File: config.mk
export PLATFORM = sky130hd
export DESIGN_NAME = iob_chan_flat
export DESIGN_NICKNAME = d
export VERILOG_FILES = /design/src/rtl/iob_pkg.sv /design/src/rtl/iob_bus_if.sv /design/src/rtl/iob_chan.sv /design/src/flat_wrapper.sv
export VERILOG_INCLUDE_DIRS = /design/src /design/src/rtl
export SDC_FILE = /design/constraint.sdc
export NUM_CORES = 1
export LEC_CHECK = 0
export BUFFER_PORTS_ARGS = -buffer_cell sky130_fd_sc_hd__buf_2
export CORE_UTILIZATION = 50
export DETAILED_ROUTE_END_ITERATION = 6
export HOLD_SLACK_MARGIN = 0.1
export MAX_ROUTING_LAYER = met4
export PLACE_DENSITY = 0.84
export SLEW_MARGIN = 10
export SYNTH_ARGS = -nofsm -noshare
export SYNTH_HDL_FRONTEND = slang
export SYNTH_SLANG_ARGS = --single-unit
export TNS_END_PERCENT = 20
File: constraint.sdc
create_clock -name aclk -period 2.2 [get_ports aclk]
set_clock_uncertainty 0.05 [all_clocks]
set_input_delay 0.22 -clock aclk [delete_from_list [all_inputs] [get_ports aclk]]
set_output_delay 0.22 -clock aclk [all_outputs]
set_load 0.05 [all_outputs]
File: src/rtl/iob_consts.svh
`ifndef IOB_CONSTS_SVH
`define IOB_CONSTS_SVH
`define IOB_DEV_NUM_W      8
`define IOB_DEFAULT_DEV    8'h22
`define IOB_ST_BUSY_BIT    3
`define IOB_ST_EXAM_BIT    2
`define IOB_ST_END_BIT     1
`define IOB_ST_UNAV_BIT    0
`define IOB_TIMEOUT_US     50
`define IOB_CLK_MHZ        100
`define IOB_TIMEOUT_CYC    (`IOB_TIMEOUT_US * `IOB_CLK_MHZ)
`define IOB_CLEAR_CYC      2'h3
`define IOB_REG_CTRL       5'h00
`define IOB_REG_DATA       5'h04
`define IOB_REG_STATUS     5'h08
`define IOB_REG_RESULT     5'h0C
`define IOB_REG_IRQ_STAT   5'h10
`define IOB_REG_IRQ_MASK   5'h14
`define IOB_CMD_SELECT     3'h1
`define IOB_CMD_READ       3'h2
`define IOB_CMD_WRITE      3'h3
`define IOB_CMD_STATUS     3'h4
`endif

File: src/rtl/iob_pkg.sv
package iob_pkg;
	typedef enum logic [2:0] {
		IOB_OP_NONE   = 3'h0,
		IOB_OP_SELECT = 3'h1,
		IOB_OP_READ   = 3'h2,
		IOB_OP_WRITE  = 3'h3,
		IOB_OP_STATUS = 3'h4
	} iob_op_type;
endpackage

File: src/rtl/iob_bus_if.sv
`timescale 1ns/100ps
interface iob_bus_if;
	logic [7:0] data_out_lines_n;
	logic [7:0] data_in_lines_n;
	logic       data_in_oe;
	logic       select_strobe;
	logic       read_request;
	logic       write_strobe;
	logic       status_request;
	logic       handshake_ack;
	logic       system_clear;
	modport chan (
		output data_out_lines_n,
		input  data_in_lines_n,
		input  data_in_oe,
		output select_strobe,
		output read_request,
		output write_strobe,
		output status_request,
		input  handshake_ack,
		output system_clear
	);
	modport ctrl (
		input  data_out_lines_n,
		output data_in_lines_n,
		output data_in_oe,
		input  select_strobe,
		input  read_request,
		input  write_strobe,
		input  status_request,
		output handshake_ack,
		input  system_clear
	);
endinterface

File: src/rtl/iob_chan.sv
// Decided for this implementation: register access over AXI4-Lite and the address map.
`timescale 1ns/100ps
`include "iob_consts.svh"

module iob_chan #(
	parameter int TIMEOUT_CYC = `IOB_TIMEOUT_CYC
) (
	input  wire logic        aclk,
	input  wire logic        aresetn,
	iob_bus_if.chan          bus,
	input  wire logic [4:0]  s_axi_awaddr,
	input  wire logic        s_axi_awvalid,
	output logic             s_axi_awready,
	input  wire logic [31:0] s_axi_wdata,
	input  wire logic [3:0]  s_axi_wstrb,
	input  wire logic        s_axi_wvalid,
	output logic             s_axi_wready,
	output logic [1:0]       s_axi_bresp,
	output logic             s_axi_bvalid,
	input  wire logic        s_axi_bready,
	input  wire logic [4:0]  s_axi_araddr,
	input  wire logic        s_axi_arvalid,
	output logic             s_axi_arready,
	output logic [31:0]      s_axi_rdata,
	output logic [1:0]       s_axi_rresp,
	output logic             s_axi_rvalid,
	input  wire logic        s_axi_rready,
	output logic             irq
);
	// ************************************************************
	// Link sampling
	// ************************************************************
	logic [8:0] s1_reg, s2_reg, s3_reg, stable_reg;
	wire  [8:0] raw_in = {bus.handshake_ack, bus.data_in_lines_n};
	wire  [8:0] agree  = ~(s2_reg ^ s3_reg);
	wire        ack_s  = stable_reg[8];
	wire  [7:0] in_byte = ~stable_reg[7:0];

	typedef enum logic [2:0] {ST_IDLE, ST_SETUP, ST_WAIT_ACK, ST_WAIT_DROP} iob_st_type;
	iob_st_type state_reg;
	iob_pkg::iob_op_type op_reg;
	logic [31:0] tmo_reg;
	logic [7:0]  dout_reg, result_reg, dev_reg, wdata_reg;
	logic        strobe_reg, clear_reg, busy_reg, timeout_reg;
	logic [1:0]  ist_reg, imask_reg;
	logic        aw_reg, w_reg, bv_reg, rv_reg;
	logic [4:0]  awa_reg;
	logic [31:0] wbuf_reg, rd_reg;
	logic [1:0]  clr_cnt_reg;
	logic        irq_reg;

	wire wr_go   = aw_reg && w_reg && !bv_reg;
	wire ctrl_wr = wr_go && awa_reg == `IOB_REG_CTRL;
	wire rd_go   = s_axi_arvalid && !rv_reg;
	wire done_ev = state_reg == ST_WAIT_DROP && !ack_s;
	wire tmo_ev  = state_reg == ST_WAIT_ACK && tmo_reg == 32'h0;
	wire ist_rd  = rd_go && s_axi_araddr == `IOB_REG_IRQ_STAT;
	wire [2:0] cmd = wbuf_reg[2:0];

	wire [31:0] rd_mux =
		s_axi_araddr == `IOB_REG_DATA     ? {24'h0, wdata_reg} :
		s_axi_araddr == `IOB_REG_STATUS   ? {29'h0, timeout_reg, busy_reg, 1'b0} :
		s_axi_araddr == `IOB_REG_RESULT   ? {24'h0, result_reg} :
		s_axi_araddr == `IOB_REG_IRQ_STAT ? {30'h0, ist_reg} :
		s_axi_araddr == `IOB_REG_IRQ_MASK ? {30'h0, imask_reg} :
		s_axi_araddr == `IOB_REG_CTRL     ? {24'h0, dev_reg} : 32'h0;

	always_ff @(posedge aclk) begin
		if (!aresetn) begin
			s1_reg <= 9'h0FF;
			s2_reg <= 9'h0FF;
			s3_reg <= 9'h0FF;
			stable_reg <= 9'h0FF;
		end else begin
			s1_reg <= raw_in;
			s2_reg <= s1_reg;
			s3_reg <= s2_reg;
			stable_reg <= (agree & s3_reg) | (~agree & stable_reg);
		end
	end

	// ************************************************************
	// Register slave
	// ************************************************************
	always_ff @(posedge aclk) begin
		if (!aresetn) begin
			aw_reg <= 1'b0;
			w_reg <= 1'b0;
			bv_reg <= 1'b0;
			rv_reg <= 1'b0;
			awa_reg <= 5'h00;
			wbuf_reg <= 32'h0;
			rd_reg <= 32'h0;
			dev_reg <= 8'h00;
			wdata_reg <= 8'h00;
			imask_reg <= 2'h0;
			ist_reg <= 2'h0;
			irq_reg <= 1'b0;
		end else begin
			if (s_axi_awvalid && !aw_reg && !bv_reg) begin
				aw_reg <= 1'b1;
				awa_reg <= s_axi_awaddr;
			end
			if (s_axi_wvalid && !w_reg && !bv_reg) begin
				w_reg <= 1'b1;
				wbuf_reg <= s_axi_wdata;
			end
			if (wr_go) begin
				aw_reg <= 1'b0;
				w_reg <= 1'b0;
				bv_reg <= 1'b1;
				if (awa_reg == `IOB_REG_CTRL)
					dev_reg <= wbuf_reg[15:8];
				if (awa_reg == `IOB_REG_DATA)
					wdata_reg <= wbuf_reg[7:0];
				if (awa_reg == `IOB_REG_IRQ_MASK)
					imask_reg <= wbuf_reg[1:0];
			end else if (bv_reg && s_axi_bready) begin
				bv_reg <= 1'b0;
			end
			if (rd_go) begin
				rv_reg <= 1'b1;
				rd_reg <= rd_mux;
			end else if (rv_reg && s_axi_rready) begin
				rv_reg <= 1'b0;
			end
			// Set wins over the clear-on-read.
			ist_reg <= (ist_reg & ~{2{ist_rd}}) | {tmo_ev, done_ev};
			irq_reg <= |(ist_reg & imask_reg);
		end
	end

	// ************************************************************
	// Bus sequencer
	// ************************************************************
	// Control word: bits 2:0 command, bits 15:8 device number.
	always_ff @(posedge aclk) begin
		if (!aresetn) begin
			state_reg <= ST_IDLE;
			op_reg <= iob_pkg::IOB_OP_NONE;
			tmo_reg <= 32'h0;
			dout_reg <= 8'hFF;
			strobe_reg <= 1'b0;
			clear_reg <= 1'b1;
			clr_cnt_reg <= `IOB_CLEAR_CYC;
			busy_reg <= 1'b0;
			timeout_reg <= 1'b0;
			result_reg <= 8'h00;
		end else begin
			// A one-cycle clear would be filtered out by the far end's input stages.
			clear_reg <= clr_cnt_reg != 2'h0;
			if (clr_cnt_reg != 2'h0)
				clr_cnt_reg <= clr_cnt_reg - 2'h1;
			case (state_reg)
				ST_IDLE: begin
					if (ctrl_wr && cmd != 3'h0) begin
						op_reg <= iob_pkg::iob_op_type'(cmd);
						busy_reg <= 1'b1;
						timeout_reg <= 1'b0;
						if (cmd == `IOB_CMD_SELECT)
							dout_reg <= ~wbuf_reg[15:8];
						else if (cmd == `IOB_CMD_WRITE)
							dout_reg <= ~wdata_reg;
						state_reg <= ST_SETUP;
					end
				end
				ST_SETUP: begin
					// Data settles one cycle before the strobe rises.
					strobe_reg <= 1'b1;
					tmo_reg <= TIMEOUT_CYC[31:0];
					state_reg <= ST_WAIT_ACK;
				end
				ST_WAIT_ACK: begin
					tmo_reg <= tmo_reg - 32'h1;
					if (ack_s) begin
						if (op_reg == iob_pkg::IOB_OP_READ || op_reg == iob_pkg::IOB_OP_STATUS)
							result_reg <= in_byte;
						strobe_reg <= 1'b0;
						dout_reg <= 8'hFF;
						state_reg <= ST_WAIT_DROP;
					end else if (tmo_reg == 32'h0) begin
						strobe_reg <= 1'b0;
						dout_reg <= 8'hFF;
						timeout_reg <= 1'b1;
						busy_reg <= 1'b0;
						state_reg <= ST_IDLE;
					end
				end
				ST_WAIT_DROP: begin
					if (!ack_s) begin
						busy_reg <= 1'b0;
						state_reg <= ST_IDLE;
					end
				end
				default: state_reg <= ST_IDLE;
			endcase
		end
	end

	assign bus.data_out_lines_n = dout_reg;
	assign bus.select_strobe  = strobe_reg && op_reg == iob_pkg::IOB_OP_SELECT;
	assign bus.read_request   = strobe_reg && op_reg == iob_pkg::IOB_OP_READ;
	assign bus.write_strobe   = strobe_reg && op_reg == iob_pkg::IOB_OP_WRITE;
	assign bus.status_request = strobe_reg && op_reg == iob_pkg::IOB_OP_STATUS;
	assign bus.system_clear   = clear_reg;
	assign s_axi_awready = !aw_reg && !bv_reg;
	assign s_axi_wready  = !w_reg && !bv_reg;
	assign s_axi_bvalid  = bv_reg;
	assign s_axi_bresp   = 2'h0;
	assign s_axi_arready = !rv_reg;
	assign s_axi_rvalid  = rv_reg;
	assign s_axi_rdata   = rd_reg;
	assign s_axi_rresp   = 2'h0;
	assign irq = irq_reg;
endmodule

File: src/flat_wrapper.sv
// flat-port wrapper written by rule: the top's interface ports become plain ports
module iob_chan_flat 
#(
	parameter int TIMEOUT_CYC = `IOB_TIMEOUT_CYC
)
  (aclk, aresetn, s_axi_awaddr, s_axi_awvalid, s_axi_awready, s_axi_wdata, s_axi_wstrb, s_axi_wvalid, s_axi_wready, s_axi_bresp, s_axi_bvalid, s_axi_bready, s_axi_araddr, s_axi_arvalid, s_axi_arready, s_axi_rdata, s_axi_rresp, s_axi_rvalid, s_axi_rready, irq, bus_data_out_lines_n, bus_data_in_lines_n, bus_data_in_oe, bus_select_strobe, bus_read_request, bus_write_strobe, bus_status_request, bus_handshake_ack, bus_system_clear);
  iob_bus_if bus_i ();
  input  wire logic aclk;
  input  wire logic aresetn;
  input  wire logic [4:0] s_axi_awaddr;
  input  wire logic s_axi_awvalid;
  output logic s_axi_awready;
  input  wire logic [31:0] s_axi_wdata;
  input  wire logic [3:0] s_axi_wstrb;
  input  wire logic s_axi_wvalid;
  output logic s_axi_wready;
  output logic [1:0] s_axi_bresp;
  output logic s_axi_bvalid;
  input  wire logic s_axi_bready;
  input  wire logic [4:0] s_axi_araddr;
  input  wire logic s_axi_arvalid;
  output logic s_axi_arready;
  output logic [31:0] s_axi_rdata;
  output logic [1:0] s_axi_rresp;
  output logic s_axi_rvalid;
  input  wire logic s_axi_rready;
  output logic irq;
  output wire logic [$bits(bus_i.data_out_lines_n)-1:0] bus_data_out_lines_n;
  input wire logic [$bits(bus_i.data_in_lines_n)-1:0] bus_data_in_lines_n;
  input wire logic [$bits(bus_i.data_in_oe)-1:0] bus_data_in_oe;
  output wire logic [$bits(bus_i.select_strobe)-1:0] bus_select_strobe;
  output wire logic [$bits(bus_i.read_request)-1:0] bus_read_request;
  output wire logic [$bits(bus_i.write_strobe)-1:0] bus_write_strobe;
  output wire logic [$bits(bus_i.status_request)-1:0] bus_status_request;
  input wire logic [$bits(bus_i.handshake_ack)-1:0] bus_handshake_ack;
  output wire logic [$bits(bus_i.system_clear)-1:0] bus_system_clear;
  assign bus_data_out_lines_n = bus_i.data_out_lines_n;
  assign bus_i.data_in_lines_n = bus_data_in_lines_n;
  assign bus_i.data_in_oe = bus_data_in_oe;
  assign bus_select_strobe = bus_i.select_strobe;
  assign bus_read_request = bus_i.read_request;
  assign bus_write_strobe = bus_i.write_strobe;
  assign bus_status_request = bus_i.status_request;
  assign bus_i.handshake_ack = bus_handshake_ack;
  assign bus_system_clear = bus_i.system_clear;
  iob_chan #(.TIMEOUT_CYC(TIMEOUT_CYC)) u_core (.aclk(aclk), .aresetn(aresetn), .bus(bus_i), .s_axi_awaddr(s_axi_awaddr), .s_axi_awvalid(s_axi_awvalid), .s_axi_awready(s_axi_awready), .s_axi_wdata(s_axi_wdata), .s_axi_wstrb(s_axi_wstrb), .s_axi_wvalid(s_axi_wvalid), .s_axi_wready(s_axi_wready), .s_axi_bresp(s_axi_bresp), .s_axi_bvalid(s_axi_bvalid), .s_axi_bready(s_axi_bready), .s_axi_araddr(s_axi_araddr), .s_axi_arvalid(s_axi_arvalid), .s_axi_arready(s_axi_arready), .s_axi_rdata(s_axi_rdata), .s_axi_rresp(s_axi_rresp), .s_axi_rvalid(s_axi_rvalid), .s_axi_rready(s_axi_rready), .irq(irq));
endmodule
==> flow_summary_export.csv, run 1 <==
group,metric,value,unit
clock_network,cts_buffers,17,
die,io_pins,118,
cells_and_area,fin_nets,869,
global_routing,antenna_found_initial,0,
sta,setup_viol,0,
yosys,ys_seq_area_share,48.04,%
die,core,12060,um2
sta,tns,0,ns
global_routing,track_usage,23.24,%
yosys,synth_edf_count,0,
place,dp_hpwl,8.853,mm
pwr,swShare,32.72,%
detailed_routing,dr.pass1.iters,5,
clock_network,clk_path_buf_depth,2,
place,gp_congestion,0.8243,
detailed_routing,ant_nets,0,
worst_setup_path,cp.required,2.45,ns
worst_setup_path,cp.arrival,2.41,ns
pwr,p_int,5466,uW
clock_network,insertion_delay,0.42,ns
global_routing,first_global_vias,4868,
worst_setup_path,cp-start-kind,"register",
yosys,synthCells,689,
pwr,p_leak,0.003118,uW
pwr,p_sw,2658,uW
clock_network,cts.sinks,149,
die,chipWidth,113.4,um
cells_and_area,fillCellCount,951,
detailed_routing,avgViaCountPerCell,5.169,
worst_setup_path,cp_max_fo,4,
sta,max_freq,464.1,MHz
global_routing,grt_pass1_wl,22.68,mm
yosys,synth_area,6210,um2
die,placementRows,40,
die,start_util,51.48,%
flow_run,maxCapViolations,0,
cells_and_area,antennaDiodeCount,0,
detailed_routing,drc,0,
sta,final_max_slew_viol_count,0,
detailed_routing,wl_per_cell,14.14,um
place,io_buffer_count,68,
sta,whs,0.1150,ns
detailed_routing,drt_first_iter_violations,405,
cells_and_area,layout_commonest_cell,"dfxtp_1",
yosys,ys_ff_latch,149,
clock_network,path_clk_slew,0.06,ns
clock_network,cts_tree,"yes",
clock_network,cts_post_setup_buffers_inserted,0,
worst_setup_path,worst-setup-path-type,"reg2reg",
sta,hold_violations,0,
yosys,avgSynthCellArea,9.013,um2
pwr,irDropWorstVdd,0.6982,mV
cells_and_area,layout-drive-gt1-share,18.30,%
cells_and_area,largest_reg_flops,32,
global_routing,grt_start_max_net_pins,45,
detailed_routing,dr_total_vias,5076,
sta,setup_slack,0.04533,ns
worst_setup_path,endpoint_kind,"register",
cells_and_area,layout_common_cells,"dfxtp_1, nor2_1, buf_2",
yosys,yosysWarningCount,0,
pwr,p_comb_share,27.9,%
pwr,p_clk_share,33.5,%
global_routing,grt_overflow,0,
detailed_routing,finalWirelength,13.88,mm
pwr,seqPwrFrac,38.6,%
sta,period_minus_slack,2.155,ns
yosys,ys_async_sr_fraction,0,%
clock_network,cts_root_buf,"clkbuf_16",
sta,slew_headroom,54.42,%
min_path,hold_path.class,"in2reg",
status,status,"complete, no violations",
cells_and_area,area_growth,23.33,%
die,die-area,12870,um2
clock_network,h-tree-depth,4,
sta,period_share,97.94,%
die,die-height,113.4,um
pwr,powerDensity,1061,nW/um2
place,pre_cts_slack,0.08153,ns
yosys,synth.distinct_cells,56,
sta,tightest_slew,0.6821,ns
yosys,synth-main-ff-cell,"dfxtp_1",
==> critical path: stages, from the launching register on <==
cell and delay, ns:
dfxtp_1 0.34, or4_4 0.56, or4b_1 0.55, nor4_2 0.35
xnor2_1 0.15, nor2_1 0.05
==> Yosys cell counts, types with 4 or more instances <==
master | n | area [um2]
and2_1 | 4 | 25.02
inv_1 | 12 | 45.04
a211oi_1 | 5 | 37.54
nand2b_1 | 34 | 212.7
o21ai_1 | 11 | 55.05
buf_4 | 28 | 210.2
nand3_1 | 6 | 30.03
nor3_1 | 17 | 85.08
buf_2 | 4 | 20.02
xnor2_1 | 9 | 78.83
dfxtp_1 | 149 | 2983
mux2i_1 | 37 | 370.4
nand4_1 | 12 | 75.07
o21ai_0 | 15 | 75.07
buf_1 | 4 | 15.01
nand2_1 | 55 | 206.5
a21oi_1 | 57 | 285.3
xor2_1 | 22 | 192.7
or4_1 | 4 | 30.03
a22oi_1 | 9 | 67.56
ha_1 | 5 | 62.56
clkbuf_1 | 28 | 105.1
nor4_1 | 11 | 68.82
nor2_1 | 96 | 360.4
mux2_2 | 7 | 78.83
==> worst paths after layout <==
check                                        start                     to  slack (ns)  depth (start not counted)
worst max-delay path            u_core.tmo_reg[13]     u_core.tmo_reg[26]        0.05                          5
worst min register to register    u_core.s1_reg[0]       u_core.s2_reg[0]        0.36                          1
worst min-delay path               s_axi_araddr[0]  u_core.s_axi_rdata[1]        0.11                          4
worst max register to register  u_core.tmo_reg[13]     u_core.tmo_reg[26]        0.05                          5
==> per-stage QoR <==
step	cell area, um2	utilization [%]	cells	total power (uW)
6_report	7659	63.50	982	8123
5_1_grt	7659	63.50	982	8560
4_1_cts	7644	63.37	982	8087
3_5_place_dp	6750	55.96	917	5311
3_3_place_gp	6750	55.96	917	5273
2_1_floorplan	6314	-	716	4724
==> cell type report <==
| type | instances | area (um2) | share of cell area [%] |
|---|---|---|---|
| Sequential cell | 149 | 2983 | 38.95 |
| Timing Repair Buffer | 130 | 900.9 | 11.76 |
| Inverter | 12 | 45.04 | 0.5881 |
| Multi-Input combinational cell | 491 | 2957 | 38.60 |
| Clock inverter | 13 | 110.1 | 1.438 |
| Clock buffer | 19 | 452.9 | 5.914 |
| Tap cell | 168 | 210.2 | 2.745 |
==> per-layer routing <==
| metal | wire length, um | up-vias | track usage (%) |
|---|---|---|---|
| met1 | 6216 | 2351 | 27.36 |
| met3 | 633 | 21 | 6.748 |
| met5 | 0 | - | - |
| li1 | - | 2552 | - |
| met4 | 199 | 0 | 8.246 |
| met2 | 6831 | 152 | 37.96 |
==> power by group through the flow <==
| stage | Sequential [uW] | Combinational [uW] | Clock, uW |
|---|---|---|---|
| after detailed placement | 3190 | 2130 | 0 |
| after CTS | 3130 | 2210 | 2750 |
| after global routing | 3170 | 2490 | 2900 |
| after global placement | 3180 | 2100 | 0 |
| final | 3140 | 2260 | 2720 |
| after floorplan | 3160 | 1560 | 0 |
==> logic make-up (layout without fill, tap and decap cells) <==
group | count (synthesis) | in the layout | share of synthesized area [%]
adders and majority gates | 5 | 5 | 1.007
and+or+nand+nor | 272 | 272 | 22.33
xor gates and xnor gates | 31 | 31 | 4.372
muxes | 46 | 46 | 7.778
AOI/OAI and AO/OA | 109 | 109 | 10.05
buffers and inverters | 76 | 174 | 6.367
other | 1 | 28 | 0.06039
DFF | 149 | 149 | 48.04
==> repair_timing <==
action,in CTS,in global routing
setup endpoints to repair,0,10
resized for setup,0,2
hold endpoints to repair,39,0
hold buffers,33,0
Note: power is estimated with default switching activity, not from simulation.
==> inputs of run 2 (changes only) <==
--- a/config.mk
+++ b/config.mk
@@ -8,7 +8,9 @@
 export LEC_CHECK = 0
 export BUFFER_PORTS_ARGS = -buffer_cell sky130_fd_sc_hd__buf_2
 export CORE_UTILIZATION = 50
+export CTS_CLUSTER_SIZE = 12
 export DETAILED_ROUTE_END_ITERATION = 6
+export GPL_TIMING_DRIVEN = 0
 export HOLD_SLACK_MARGIN = 0.1
 export MAX_ROUTING_LAYER = met4
 export PLACE_DENSITY = 0.84
==> run 2 against run 1 <==
The flow now finishes with violations (negative setup slack). Core utilization is 1.8 points higher. Clock power is 4% higher. Sequential cell count stayed put. Critical endpoint is now u_core.tmo_reg[14]. Highest routed layer unchanged.
==> flow_summary_export.csv, run 2 (synthesis gave the netlist of run 1 again) <==
group,metric,value,unit
global_routing,grt_start_max_net_pins,17,
global_routing,grt_pass1_wl,25.06,mm
min_path,hold_path.class,"in2reg",
flow_run,maxCapViolations,0,
sta,setup_slack,-0.06287,ns
pwr,p_int,5724,uW
clock_network,path_clk_slew,0.06,ns
global_routing,track_usage,25.47,%
clock_network,cts_tree,"yes",
place,io_buffer_count,67,
die,io_pins,118,
pwr,powerDensity,1072,nW/um2
worst_setup_path,cp.arrival,2.52,ns
pwr,p_leak,0.003209,uW
die,start_util,51.48,%
global_routing,antenna_found_initial,0,
sta,final_max_slew_viol_count,0,
pwr,irDropWorstVdd,0.5574,mV
clock_network,cts_root_buf,"clkbuf_16",
worst_setup_path,cp_max_fo,5,
pwr,seqPwrFrac,37.6,%
sta,period_minus_slack,2.263,ns
die,die-area,12870,um2
clock_network,cts.sinks,149,
sta,setup_viol,1,
detailed_routing,drt_first_iter_violations,507,
worst_setup_path,worst-setup-path-type,"reg2reg",
status,status,"finished, violations left",
cells_and_area,layout-drive-gt1-share,20.19,%
sta,max_freq,441.9,MHz
cells_and_area,layout_common_cells,"dfxtp_1, nor2_1, buf_2",
clock_network,cts_buffers,17,
pwr,p_sw,2722,uW
detailed_routing,drc,0,
clock_network,insertion_delay,0.42,ns
detailed_routing,dr.pass1.iters,5,
worst_setup_path,endpoint_kind,"register",
place,dp_hpwl,9.759,mm
detailed_routing,wl_per_cell,15.04,um
worst_setup_path,slowest_delay,0.57,ns
detailed_routing,avgViaCountPerCell,5.298,
die,core,12060,um2
cells_and_area,antennaDiodeCount,0,
sta,tightest_slew,0.9855,ns
pwr,p_comb_share,29.1,%
sta,hold_violations,0,
worst_setup_path,cp.required,2.45,ns
worst_setup_path,cp_cell_sequence,"or4_4 > or4_4 > or4_1 > xor2_1 > nor2_2",
worst_setup_path,cp_common_cell,"or4_4",
global_routing,first_global_vias,5202,
die,placementRows,40,
sta,period_share,102.9,%
detailed_routing,finalWirelength,15.27,mm
clock_network,clk_path_buf_depth,2,
worst_setup_path,cp-start-kind,"register",
detailed_routing,dr_total_vias,5377,
detailed_routing,ant_nets,0,
sta,whs,0.1176,ns
cells_and_area,fin_nets,904,
pwr,p_clk_share,33.4,%
worst_setup_path,crit_slowest_cell,"or4_4",
global_routing,grt_overflow,0,
clock_network,h-tree-depth,4,
cells_and_area,area_growth,26.88,%
place,pre_cts_slack,-0.3271,ns
status,violations,"negative setup slack",
sta,rsz0062_at_grt,"yes",
sta,slew_headroom,34.16,%
place,gp_congestion,0.8916,
die,chipWidth,113.4,um
pwr,swShare,32.22,%
cells_and_area,layout_commonest_cell,"dfxtp_1",
cells_and_area,largest_reg_flops,32,
die,die-height,113.4,um
[run 2: cell count changes in the layout (fill, tap and decap cells not counted), moves of 4 or more]
cell / before / now
clkbuf_1: 0 / 22
buf_4: 28 / 35
clkbuf_2: 0 / 4
inv_6: 7 / 3
[run 2: critical path: cells and delay by family, from the launching register on]
family           cells  cell delay [ns]
flip-flops           1             0.34
AND/OR/NAND/NOR      4             1.60
XOR/XNOR             1             0.17
[run 2: through the flow]
step	instances	instance area (um2)	TNS [ns]	power, uW	util [%]
finish	1015	7879	-0.06287	8446	65.32
global route	1015	7879	-0.2032	8825	65.32
CTS	1017	7824	-0.04989	8267	64.87
detailed placement	951	6859	-6.569	5141	56.87
global placement	951	6859	-5.126	5112	56.87
floorplan	716	6314	-0.07570	4724	-
[run 2: per-layer routing]
metal / track usage, % / up-vias / wire length (um)
met5: - / - / 0
met4: 13.07 / 0 / 440
met3: 6.057 / 41 / 1020
met2: 39.92 / 243 / 7243
met1: 30.65 / 2491 / 6565
li1: - / 2602 / -
[run 2: what timing repair did]
item                                    in CTS  in global routing
buffers inserted                             5                  0
endpoints found under the setup margin      42                 40
hold buffers                                32                  0
hold endpoints to repair                    32                  0
pin swaps                                    3                  2
resized for setup                           12                 20
[run 2: worst paths after layout]
path | slack (ns) | depth (start not counted) | startpoint | to
min | 0.12 | 4 | s_axi_araddr[0] | u_core.s_axi_rdata[1]
max | -0.06 | 5 | u_core.tmo_reg[6] | u_core.tmo_reg[14]
max reg2reg | -0.06 | 5 | u_core.tmo_reg[6] | u_core.tmo_reg[14]
min reg2reg | 0.36 | 1 | u_core.s1_reg[3] | u_core.s2_reg[3]
[run 2: area by class of cell]
type | count | area [um2]
clock inverter | 11 | 127.6
buffer | 61 | 354.1
multi-input combinational | 491 | 3023
sequential | 149 | 2983
tap | 168 | 210.2
inverter | 12 | 45.04
clock buffer | 19 | 442.9
timing repair buffer | 104 | 693.2
fill | 925 | 4183
[run 2: power groups by stage]
stage / Combinational (uW) / Clock, uW / Sequential [uW]
floorplan: 1560 / 0 / 3160
global placement: 1920 / 0 / 3190
detailed placement: 1940 / 0 / 3200
CTS: 2280 / 2830 / 3160
global route: 2660 / 2960 / 3200
finish: 2460 / 2820 / 3170
